**config.mk**
```make
export PLATFORM = sky130hd
export DESIGN_NAME = swdt_top
export DESIGN_NICKNAME = d
export VERILOG_FILES = /design/src/common/swdt_pkg.sv /design/src/hw/swdt_top.sv /design/src/hw/swdt_sync.sv
export SDC_FILE = /design/constraint.sdc
export NUM_CORES = 1
export LEC_CHECK = 0
export ABC_AREA = 1
export BUFFER_PORTS_ARGS = -buffer_cell sky130_fd_sc_hd__buf_2
export CAP_MARGIN = 20
export CORE_ASPECT_RATIO = 0.9
export CORE_MARGIN = 1.5
export CORE_UTILIZATION = 50
export CTS_CLUSTER_SIZE = 12
export DETAILED_ROUTE_END_ITERATION = 8
export PLACE_DENSITY = 0.79
export SLEW_MARGIN = 20
export SYNTH_ARGS = -nofsm -noshare
export SYNTH_HDL_FRONTEND = slang
export SYNTH_SLANG_ARGS = --single-unit
```
**constraint.sdc**
```tcl
create_clock -name core_clk -period 7.5 [get_ports core_clk]
set_clock_uncertainty 0.2 [all_clocks]
set_input_delay 0.375 -clock core_clk [delete_from_list [all_inputs] [get_ports core_clk]]
set_output_delay 0.375 -clock core_clk [all_outputs]
set_load 0.01 [all_outputs]
```
**src/common/swdt_pkg.sv**
```systemverilog
package swdt_pkg;

    // ----------------------------------------------------------------
    // Clock and timebase
    // ----------------------------------------------------------------
    localparam int CORE_CLK_HZ = 250_000_000;
    // Internal oscillator, 10.24 kHz
    localparam int INT_OSC_HZ = 10_240;
    localparam int OSC_DIV_CYCLES = (CORE_CLK_HZ + INT_OSC_HZ / 2)
                                    / INT_OSC_HZ;

    // ----------------------------------------------------------------
    // Internal oscillator intervals, nominal
    // ----------------------------------------------------------------
    localparam int T_NORMAL_SHORT_MS = 100;
    localparam int T_NORMAL_LONG_MS = 1600;
    localparam int T_POST_RESET_MS = 1600;
    localparam int T_PULSE_MS = 200;

    // Guaranteed minimum figures
    localparam int T_NORMAL_MIN_MS = 70;
    localparam int T_POST_RESET_MIN_MS = 1000;
    localparam int T_PULSE_MIN_MS = 140;

    // ----------------------------------------------------------------
    // Counter layout
    // ----------------------------------------------------------------
    localparam int CNT_W = 16;
    typedef logic [CNT_W-1:0] swdt_cnt_t;

    localparam swdt_cnt_t INT_NORMAL_SHORT_TICKS =
        swdt_cnt_t'(T_NORMAL_SHORT_MS * INT_OSC_HZ / 1000);
    localparam swdt_cnt_t INT_NORMAL_LONG_TICKS =
        swdt_cnt_t'(T_NORMAL_LONG_MS * INT_OSC_HZ / 1000);
    localparam swdt_cnt_t INT_POST_RESET_TICKS =
        swdt_cnt_t'(T_POST_RESET_MS * INT_OSC_HZ / 1000);
    localparam swdt_cnt_t INT_PULSE_TICKS =
        swdt_cnt_t'(T_PULSE_MS * INT_OSC_HZ / 1000);

    // External clock counts
    localparam swdt_cnt_t EXT_NORMAL_CLKS = 16'h0400;
    localparam swdt_cnt_t EXT_POST_RESET_CLKS = 16'h1000;
    localparam swdt_cnt_t EXT_PULSE_CLKS = 16'h0800;

    // ----------------------------------------------------------------
    // Reset values and states
    // ----------------------------------------------------------------
    localparam swdt_cnt_t CNT_RESET = 16'h0000;

    typedef enum logic [1:0]
    {
        SWDT_ST_OFF = 2'b00,
        SWDT_ST_WATCH = 2'b01,
        SWDT_ST_PULSE = 2'b10
    } swdt_state_e;

endpackage

```
**src/hw/swdt_top.sv**
```systemverilog
`timescale 1ns/1ps

module swdt_top
#(
    parameter int OSC_DIV = swdt_pkg::OSC_DIV_CYCLES
)
(
    // Clock and reset
    input wire logic core_clk,
    input wire logic rst_b,
    // Host watchdog kick
    input wire logic watchdog_kick_in,
    // Analog front end status
    input wire logic supply_valid,
    input wire logic kick_floating,
    // Timebase configuration pins
    input wire logic timebase_source_select,
    input wire logic timebase_timing_in,
    input wire logic reduced_variant,
    // RAM chip-select gating
    input wire logic chip_select_in_n,
    output logic chip_select_out_n,
    // Supervisor outputs
    output logic reset_out_n,
    output logic timeout_flag_n,
    // Status
    output logic long_period_active,
    output swdt_pkg::swdt_cnt_t watch_count
);

    import swdt_pkg::*;

    // ----------------------------------------------------------------
    // Input synchronisers
    // ----------------------------------------------------------------
    logic kick_sync;
    logic float_sync;
    logic src_sel_sync;
    logic timing_sync;
    logic reduced_sync;
    logic cs_in_sync;

    swdt_sync #(.RESET_VALUE(1'b0)) u_sync_kick
    (
        .core_clk(core_clk),
        .rst_b(rst_b),
        .async_in(watchdog_kick_in),
        .sync_out(kick_sync)
    );

    swdt_sync #(.RESET_VALUE(1'b0)) u_sync_float
    (
        .core_clk(core_clk),
        .rst_b(rst_b),
        .async_in(kick_floating),
        .sync_out(float_sync)
    );

    // Floating select reads high, so high is the safe reset level
    swdt_sync #(.RESET_VALUE(1'b1)) u_sync_src
    (
        .core_clk(core_clk),
        .rst_b(rst_b),
        .async_in(timebase_source_select),
        .sync_out(src_sel_sync)
    );

    swdt_sync #(.RESET_VALUE(1'b1)) u_sync_timing
    (
        .core_clk(core_clk),
        .rst_b(rst_b),
        .async_in(timebase_timing_in),
        .sync_out(timing_sync)
    );

    swdt_sync #(.RESET_VALUE(1'b0)) u_sync_reduced
    (
        .core_clk(core_clk),
        .rst_b(rst_b),
        .async_in(reduced_variant),
        .sync_out(reduced_sync)
    );

    swdt_sync #(.RESET_VALUE(1'b1)) u_sync_cs
    (
        .core_clk(core_clk),
        .rst_b(rst_b),
        .async_in(chip_select_in_n),
        .sync_out(cs_in_sync)
    );

    // ----------------------------------------------------------------
    // Edge detection
    // ----------------------------------------------------------------
    logic kick_prev_ff;
    logic timing_prev_ff;
    logic kick_edge;
    logic ext_clk_rise;

    always_ff @(posedge core_clk or negedge rst_b)
    begin
        if (!rst_b)
        begin
            kick_prev_ff <= 1'b0;
            timing_prev_ff <= 1'b1;
        end
        else
        begin
            kick_prev_ff <= kick_sync;
            timing_prev_ff <= timing_sync;
        end
    end

    // Either polarity counts as a kick
    assign kick_edge = kick_sync ^ kick_prev_ff;
    assign ext_clk_rise = timing_sync & ~timing_prev_ff;

    // ----------------------------------------------------------------
    // Enable and timebase selection
    // ----------------------------------------------------------------
    logic wd_enable;
    logic use_internal;

    // Timer stops while the kick pin floats or supply is bad
    assign wd_enable = supply_valid & ~float_sync;
    // The reduced variant has no select pins: always internal
    assign use_internal = src_sel_sync | reduced_sync;

    // ----------------------------------------------------------------
    // Internal oscillator prescaler
    // ----------------------------------------------------------------
    logic [CNT_W-1:0] presc_ff;
    logic int_tick_ff;
    logic [CNT_W-1:0] presc_last;

    assign presc_last = CNT_W'(OSC_DIV - 1);

    // Free running so that the tick phase does not jitter on enable
    always_ff @(posedge core_clk or negedge rst_b)
    begin
        if (!rst_b)
        begin
            presc_ff <= CNT_RESET;
            int_tick_ff <= 1'b0;
        end
        else if (presc_ff >= presc_last)
        begin
            presc_ff <= CNT_RESET;
            int_tick_ff <= 1'b1;
        end
        else
        begin
            presc_ff <= presc_ff + 16'h0001;
            int_tick_ff <= 1'b0;
        end
    end

    logic tick;

    // One timebase tick: oscillator period or external clock edge
    assign tick = use_internal ? int_tick_ff : ext_clk_rise;

    // ----------------------------------------------------------------
    // Terminal values
    // ----------------------------------------------------------------
    logic long_ff;
    swdt_cnt_t normal_limit;
    swdt_cnt_t long_limit;
    swdt_cnt_t pulse_limit;
    swdt_cnt_t watch_limit;

    always_comb
    begin
        if (reduced_sync)
        begin
            normal_limit = INT_POST_RESET_TICKS;
            long_limit = INT_POST_RESET_TICKS;
            pulse_limit = INT_PULSE_TICKS;
        end
        else if (!use_internal)
        begin
            normal_limit = EXT_NORMAL_CLKS;
            long_limit = EXT_POST_RESET_CLKS;
            pulse_limit = EXT_PULSE_CLKS;
        end
        else
        begin
            // Timing pin selects short or long normal period
            normal_limit = timing_sync ? INT_NORMAL_LONG_TICKS
                                       : INT_NORMAL_SHORT_TICKS;
            long_limit = INT_POST_RESET_TICKS;
            pulse_limit = INT_PULSE_TICKS;
        end
    end

    // Single counter, terminal picked by phase
    assign watch_limit = long_ff ? long_limit : normal_limit;

    // ----------------------------------------------------------------
    // Watchdog state machine
    // ----------------------------------------------------------------
    swdt_state_e state_ff;
    swdt_cnt_t watch_cnt_ff;
    swdt_cnt_t pulse_cnt_ff;
    swdt_cnt_t nxt_watch_cnt;
    swdt_cnt_t nxt_pulse_cnt;
    logic watch_expire;
    logic pulse_done;

    assign nxt_watch_cnt = watch_cnt_ff + 16'h0001;
    assign nxt_pulse_cnt = pulse_cnt_ff + 16'h0001;
    assign watch_expire = tick && (nxt_watch_cnt >= watch_limit);
    assign pulse_done = tick && (nxt_pulse_cnt >= pulse_limit);

    always_ff @(posedge core_clk or negedge rst_b)
    begin
        if (!rst_b)
        begin
            state_ff <= SWDT_ST_WATCH;
        end
        else if (!wd_enable)
        begin
            state_ff <= SWDT_ST_OFF;
        end
        else
        begin
            case (state_ff)
                SWDT_ST_OFF:
                begin
                    state_ff <= SWDT_ST_WATCH;
                end
                SWDT_ST_WATCH:
                begin
                    if (!kick_edge && watch_expire)
                    begin
                        state_ff <= SWDT_ST_PULSE;
                    end
                end
                SWDT_ST_PULSE:
                begin
                    if (pulse_done)
                    begin
                        state_ff <= SWDT_ST_WATCH;
                    end
                end
                default:
                begin
                    state_ff <= SWDT_ST_OFF;
                end
            endcase
        end
    end

    // Timeout counter
    always_ff @(posedge core_clk or negedge rst_b)
    begin
        if (!rst_b)
        begin
            watch_cnt_ff <= CNT_RESET;
        end
        else if (state_ff != SWDT_ST_WATCH || !wd_enable)
        begin
            // Held at zero so counting restarts on release
            watch_cnt_ff <= CNT_RESET;
        end
        else if (kick_edge || watch_expire)
        begin
            watch_cnt_ff <= CNT_RESET;
        end
        else if (tick)
        begin
            watch_cnt_ff <= nxt_watch_cnt;
        end
    end

    // Reset pulse counter
    always_ff @(posedge core_clk or negedge rst_b)
    begin
        if (!rst_b)
        begin
            pulse_cnt_ff <= CNT_RESET;
        end
        else if (state_ff != SWDT_ST_PULSE || !wd_enable)
        begin
            pulse_cnt_ff <= CNT_RESET;
        end
        else if (tick)
        begin
            pulse_cnt_ff <= nxt_pulse_cnt;
        end
    end

    // ----------------------------------------------------------------
    // Post-reset long period
    // ----------------------------------------------------------------
    // Kicks during the pulse are ignored, so a host still
    // booting cannot shorten the first period by accident
    always_ff @(posedge core_clk or negedge rst_b)
    begin
        if (!rst_b)
        begin
            long_ff <= 1'b1;
        end
        else if (!wd_enable || state_ff == SWDT_ST_PULSE)
        begin
            long_ff <= 1'b1;
        end
        else if (state_ff == SWDT_ST_WATCH && kick_edge)
        begin
            long_ff <= 1'b0;
        end
    end

    // ----------------------------------------------------------------
    // Outputs
    // ----------------------------------------------------------------
    always_ff @(posedge core_clk or negedge rst_b)
    begin
        if (!rst_b)
        begin
            reset_out_n <= 1'b1;
        end
        else if (!wd_enable)
        begin
            reset_out_n <= 1'b1;
        end
        else
        begin
            reset_out_n <= ~((state_ff == SWDT_ST_WATCH && !kick_edge &&
                              watch_expire) ||
                             (state_ff == SWDT_ST_PULSE &&
                              !pulse_done));
        end
    end

    // Flag: a kick edge wins over expiry in the same cycle
    always_ff @(posedge core_clk or negedge rst_b)
    begin
        if (!rst_b)
        begin
            timeout_flag_n <= 1'b1;
        end
        else if (!supply_valid)
        begin
            timeout_flag_n <= 1'b1;
        end
        else if (wd_enable && state_ff == SWDT_ST_WATCH &&
                 !kick_edge && watch_expire)
        begin
            timeout_flag_n <= 1'b0;
        end
        else if (wd_enable && kick_edge)
        begin
            timeout_flag_n <= 1'b1;
        end
    end

    // Back-up mode keeps the load off the RAM or battery
    always_ff @(posedge core_clk or negedge rst_b)
    begin
        if (!rst_b)
        begin
            chip_select_out_n <= 1'b1;
        end
        else if (!supply_valid)
        begin
            chip_select_out_n <= 1'b1;
        end
        else
        begin
            chip_select_out_n <= cs_in_sync;
        end
    end

    // Status mirrors
    always_ff @(posedge core_clk or negedge rst_b)
    begin
        if (!rst_b)
        begin
            long_period_active <= 1'b1;
            watch_count <= CNT_RESET;
        end
        else
        begin
            long_period_active <= long_ff;
            watch_count <= watch_cnt_ff;
        end
    end

endmodule

```
**src/hw/swdt_sync.sv**
```systemverilog
`timescale 1ns/1ps

// Two-stage synchroniser for one asynchronous level
module swdt_sync
#(
    parameter logic RESET_VALUE = 1'b0
)
(
    // Clock and reset
    input wire logic core_clk,
    input wire logic rst_b,
    // Asynchronous level in, synchronised level out
    input wire logic async_in,
    output logic sync_out
);

    logic meta_ff;
    logic sync_ff;

    always_ff @(posedge core_clk or negedge rst_b)
    begin
        if (!rst_b)
        begin
            meta_ff <= RESET_VALUE;
            sync_ff <= RESET_VALUE;
        end
        else
        begin
            meta_ff <= async_in;
            sync_ff <= meta_ff;
        end
    end

    assign sync_out = sync_ff;

endmodule

```
==> impl_results.md <==
- Run status: finished, final reports clean
- Cell mode on critical path: sky130_fd_sc_hd__nand3_1
- Core region area: approximately 0.0080 mm²
- Global placement routability congestion: just over 0.9
- Proportion of layout cells with a drive suffix above 1: between 10% and 20%
- Cell type with the highest aggregate area in the netlist: sky130_fd_sc_hd__dfrtp_1
- Synthesized area divided by synthesized cell count: 8.90 µm²
- Maximum number of pins on one net before global-route repair: 87
- Avg WL per Cell: ~13 µm
- Clock root buffer master: sky130_fd_sc_hd__clkbuf_8
- Most Crowded Layer GR: met2
- Num CTS Buffers: 9
- DPL Wire Length: around 5300 µm
- Net count after synthesis: roughly 480
- Count of standard-cell rows: 31
- Worst endpoint data arrival time: around 3.2 ns
- Portion of the post-synthesis area used by sequential elements: 53.1%
- Met1 usage in global routing: around a quarter
- Number of warnings issued by yosys: 0
- Leak Pwr: 2.14 nW
- Slack of the worst reg-to-reg path: around 4.3 ns
- Area added between synthesis and finish: 12.5%
- Total negative setup slack: 0 ns
- Fill cell count: 703
- Min-delay src: u_sync_float.meta_ff$_DFF_PN0_
- Post-synth top flop: sky130_fd_sc_hd__dfrtp_1
- Clk network pwr share: 37.4%
- Number of diodes: 0
- Number of endpoints with negative hold slack in the final report: 0
- Fraction of post-synthesis cell area in the top cell type by area: 44.7%
- RSZ-0062 raised after global routing: false
- Number of antenna violations at the first check in global routing: 0
- Least-Margin Pin Slew: about 0.80 ns
- Clock transition time at the flip-flop clock pins of the worst setup and hold paths: 0.09 ns
- Via count of the first global-routing pass: slightly above 3000
- Number of cells traversed by the worst hold path: 0
- Final worst-path cycle share: about 43%
- Number of violations of the max-capacitance limit: 0
- Post-DR vias/cell: ~5.2
- Async set or reset register ratio after synthesis: 100%
- Data required time at the worst endpoint: 7.52 ns
- Chip height: about 90 µm
- Global-route wire length before repair: 13200 µm
- Number of sinks driven by the clock tree: 86
- Most common library cells after synthesis: 108 x sky130_fd_sc_hd__nand2_1, 73 x sky130_fd_sc_hd__dfrtp_1, 59 x sky130_fd_sc_hd__inv_1
- Highest cell delay on the worst timing path: roughly 0.5 ns
- Met3 Track Usage GR: under 10%
- Share of power burned in combinational logic: 4.7%
- All-Layer GR Usage: 18.9%
- Met2 layer usage reported by global route: between 30% and 40%
- First DRT Iteration DRCs: around 190
- Final Net Count: 519
- Power Dens Cells: between 150 and 200 mW/mm²
- Worst-case reg-to-reg path depth: 17
- CP Cell Sequence: ha_1 -> nand3_1 -> nor2_1 -> nand3_1 -> nor3_2 -> nand3_1 -> xnor2_1 -> ha_1 -> nand2_1 -> inv_1 -> nand3_2 -> nor2_1 -> nor2_2 -> nand2_2 -> nand2_4 -> nand2_4 -> o21ai_0
- Total Power: around 800 µW
- Total of buffers placed on input and output ports: 28
- Max Freq: 313 MHz
- Internal power contribution: about 620 µW
- Boundary pin count: 29
- Cells after DPL: 581
- Kind of start point of the critical path: flop
- Number of H-tree levels: 3
- Maximum ir drop on the vdd rail: between 0.1 and 0.15 mV
- Post-layout min period: approximately 3.2 ns
- Crit Reg-Reg Startpoint: watch_cnt_ff[1]$_DFFE_PN0P_
- Biggest area contributors in the synthesized netlist: sky130_fd_sc_hd__dfrtp_1 45%, sky130_fd_sc_hd__nand2_1 9.9%, sky130_fd_sc_hd__dfstp_2 8.4%
- Final antenna-violating net count: 0
- Leading cell type by number of instances after synthesis: sky130_fd_sc_hd__nand2_1
- Hold Path End: u_sync_float.sync_out$_DFF_PN0_
- Post-route non-filler standard cell count: roughly 610
- Clock tree from TritonCTS: built
- Total number of vias: roughly 3100
- Distinct cells, synth: 43
- Number of synthesized flops with an enable pin: 0
- Worst setup path category: reg2reg
- HP Class: reg2reg
- Total standard cell area after synthesis: 0.00408 mm²
- Final number of setup-violating endpoints: 0
- # Post-CTS Setup Buffers: 0
- Gate Count Post-Synth: 459
- First drt pass iteration count: 5
- Net Sw Frac: 24.8%
- Terminus of the critical flop-to-flop path: watch_cnt_ff[3]$_DFFE_PN0P_
- Area enclosed by the die boundary: 0.00872 mm²
- Overall die width: a little under 100 µm
- Sequential power share: just under 60%
- Pins Over Slew Limit: 0
- Clock latency on the worst-skew pair: ~0.35 ns
- Net Switching: approximately 200 µW
- Crit Path Max Fanout: 14
- Sum of routed wire length over all layers: between 7000 and 8000 µm
- Capturing element type of the critical path: flop
- Worst slew margin relative to its limit: about 46%
- Residual DRC count: 0
- Flop and latch count out of synthesis: 86
- Initial Utilization: 51.1%
- Max Buffers Root-to-Sink: 2
- Slowest stage cell on the critical path: sky130_fd_sc_hd__dfrtp_1
- Overall overflow remaining after global route: 0
## timing repair
action / in CTS / in global routing
hold endpoints to repair: 7 / 73
gates resized for setup: 0 / 0
hold buffers: 7 / 1
## worst max-delay path by stage
stage / from / end / slack [ns] / cells past startpoint
3_5_place_dp: watch_cnt_ff[1]$_DFFE_PN0P_ / watch_cnt_ff[2]$_DFFE_PN0P_ / 4.35 / 17
3_3_place_gp: watch_cnt_ff[1]$_DFFE_PN0P_ / watch_cnt_ff[3]$_DFFE_PN0P_ / 4.58 / 17
2_1_floorplan: watch_cnt_ff[1]$_DFFE_PN0P_ / watch_cnt_ff[10]$_DFFE_PN0P_ / 4.75 / 18
4_1_cts: watch_cnt_ff[1]$_DFFE_PN0P_ / watch_cnt_ff[2]$_DFFE_PN0P_ / 4.31 / 17
6_report: watch_cnt_ff[1]$_DFFE_PN0P_ / watch_cnt_ff[3]$_DFFE_PN0P_ / 4.30 / 17
5_1_grt: watch_cnt_ff[1]$_DFFE_PN0P_ / watch_cnt_ff[3]$_DFFE_PN0P_ / 4.04 / 17
## sequential cells by signal, summed over array words and instances, names as in the netlist, 2 cells and up
| register | flops |
|---|---|
| pulse_cnt_ff | 16 |
| watch_cnt_ff | 16 |
| presc_ff | 16 |
| watch_count | 16 |
| state_ff | 2 |
## worst max-delay path, delay by kind of cell, from the launching register on
family	cells	cell delay, ns
AO/OA/AOI/OAI	1	0.13
flip-flops	1	0.49
AND/OR/NAND/NOR	12	1.47
XOR/XNOR	1	0.16
buffers and inverters	1	0.06
adder cells (fa/ha/maj)	2	0.56
## routing by layer
layer	up-vias	wire, µm
met5	-	0
met4	0	110
met3	15	336
met2	89	3530
met1	1458	3610
li1	1564	-
## logic make-up (layout without fill, tap and decap cells)
logic type / after synthesis / in the layout / share of synthesized area (%)
AOI/OAI and AO/OA: 58 / 58 / 9.04
xor gates and xnor gates: 13 / 13 / 2.79
adders and majority gates: 9 / 9 / 2.76
buffers and inverters: 67 / 114 / 6.49
DFF: 86 / 86 / 53.1
other: 1 / 1 / 0.0918
and+or+nand+nor: 225 / 225 / 25.7
## cell type report
class	instances	area (µm²)	share of cell area, %
sequential	86	2170	47.2
timing repair buffer	36	226	4.93
multi-input combinational	306	1650	35.9
clock inverter	6	53.8	1.17
tap	99	124	2.70
clock buffer	10	138	3.00
inverter	62	234	5.09
## power groups by stage
stage / sequential (mW) / combinational, mW / clock [mW]
finish: 0.477 / 0.0385 / 0.308
global route: 0.478 / 0.0444 / 0.334
CTS: 0.477 / 0.0386 / 0.318
detailed placement: 0.486 / 0.0357 / 0
global placement: 0.486 / 0.0346 / 0
floorplan: 0.485 / 0.0206 / 0
## stage by stage
step | hold slack [ns] | utilization [%] | area, µm² | worst slack, ns
after global routing | 0.162 | 57.5 | 4590 | 4.04
after CTS | 0.0434 | 57.3 | 4580 | 4.31
final | 0.155 | 57.5 | 4590 | 4.30
after floorplan | -0.121 | - | 4080 | 4.75
after global placement | 0.131 | 54.1 | 4320 | 4.58
after detailed placement | 0.136 | 54.1 | 4320 | 4.35
## placed cells by master (no fill, tap or decap), types with 3 or more instances in the layout
cell	count
sky130_fd_sc_hd__nand2_4	3
sky130_fd_sc_hd__dfrtp_1	73
sky130_fd_sc_hd__nand3_1	21
sky130_fd_sc_hd__o21ai_2	12
sky130_fd_sc_hd__nor2_4	3
sky130_fd_sc_hd__buf_2	27
sky130_fd_sc_hd__xnor2_1	8
sky130_fd_sc_hd__nor2_1	44
sky130_fd_sc_hd__nor3_1	13
sky130_fd_sc_hd__dlygate4sd3_1	8
sky130_fd_sc_hd__nand2_1	108
sky130_fd_sc_hd__inv_1	59
sky130_fd_sc_hd__clkbuf_8	10
sky130_fd_sc_hd__ha_1	9
sky130_fd_sc_hd__a21oi_1	17
sky130_fd_sc_hd__nor3b_1	4
sky130_fd_sc_hd__nand4_1	11
sky130_fd_sc_hd__nor2_2	4
sky130_fd_sc_hd__nor3_2	3
sky130_fd_sc_hd__a211oi_1	3
sky130_fd_sc_hd__nand3_2	3
sky130_fd_sc_hd__o22ai_1	3
sky130_fd_sc_hd__o21ai_0	14
sky130_fd_sc_hd__dfstp_2	13
sky130_fd_sc_hd__xor2_1	5
(Power assumes the default switching activity.)
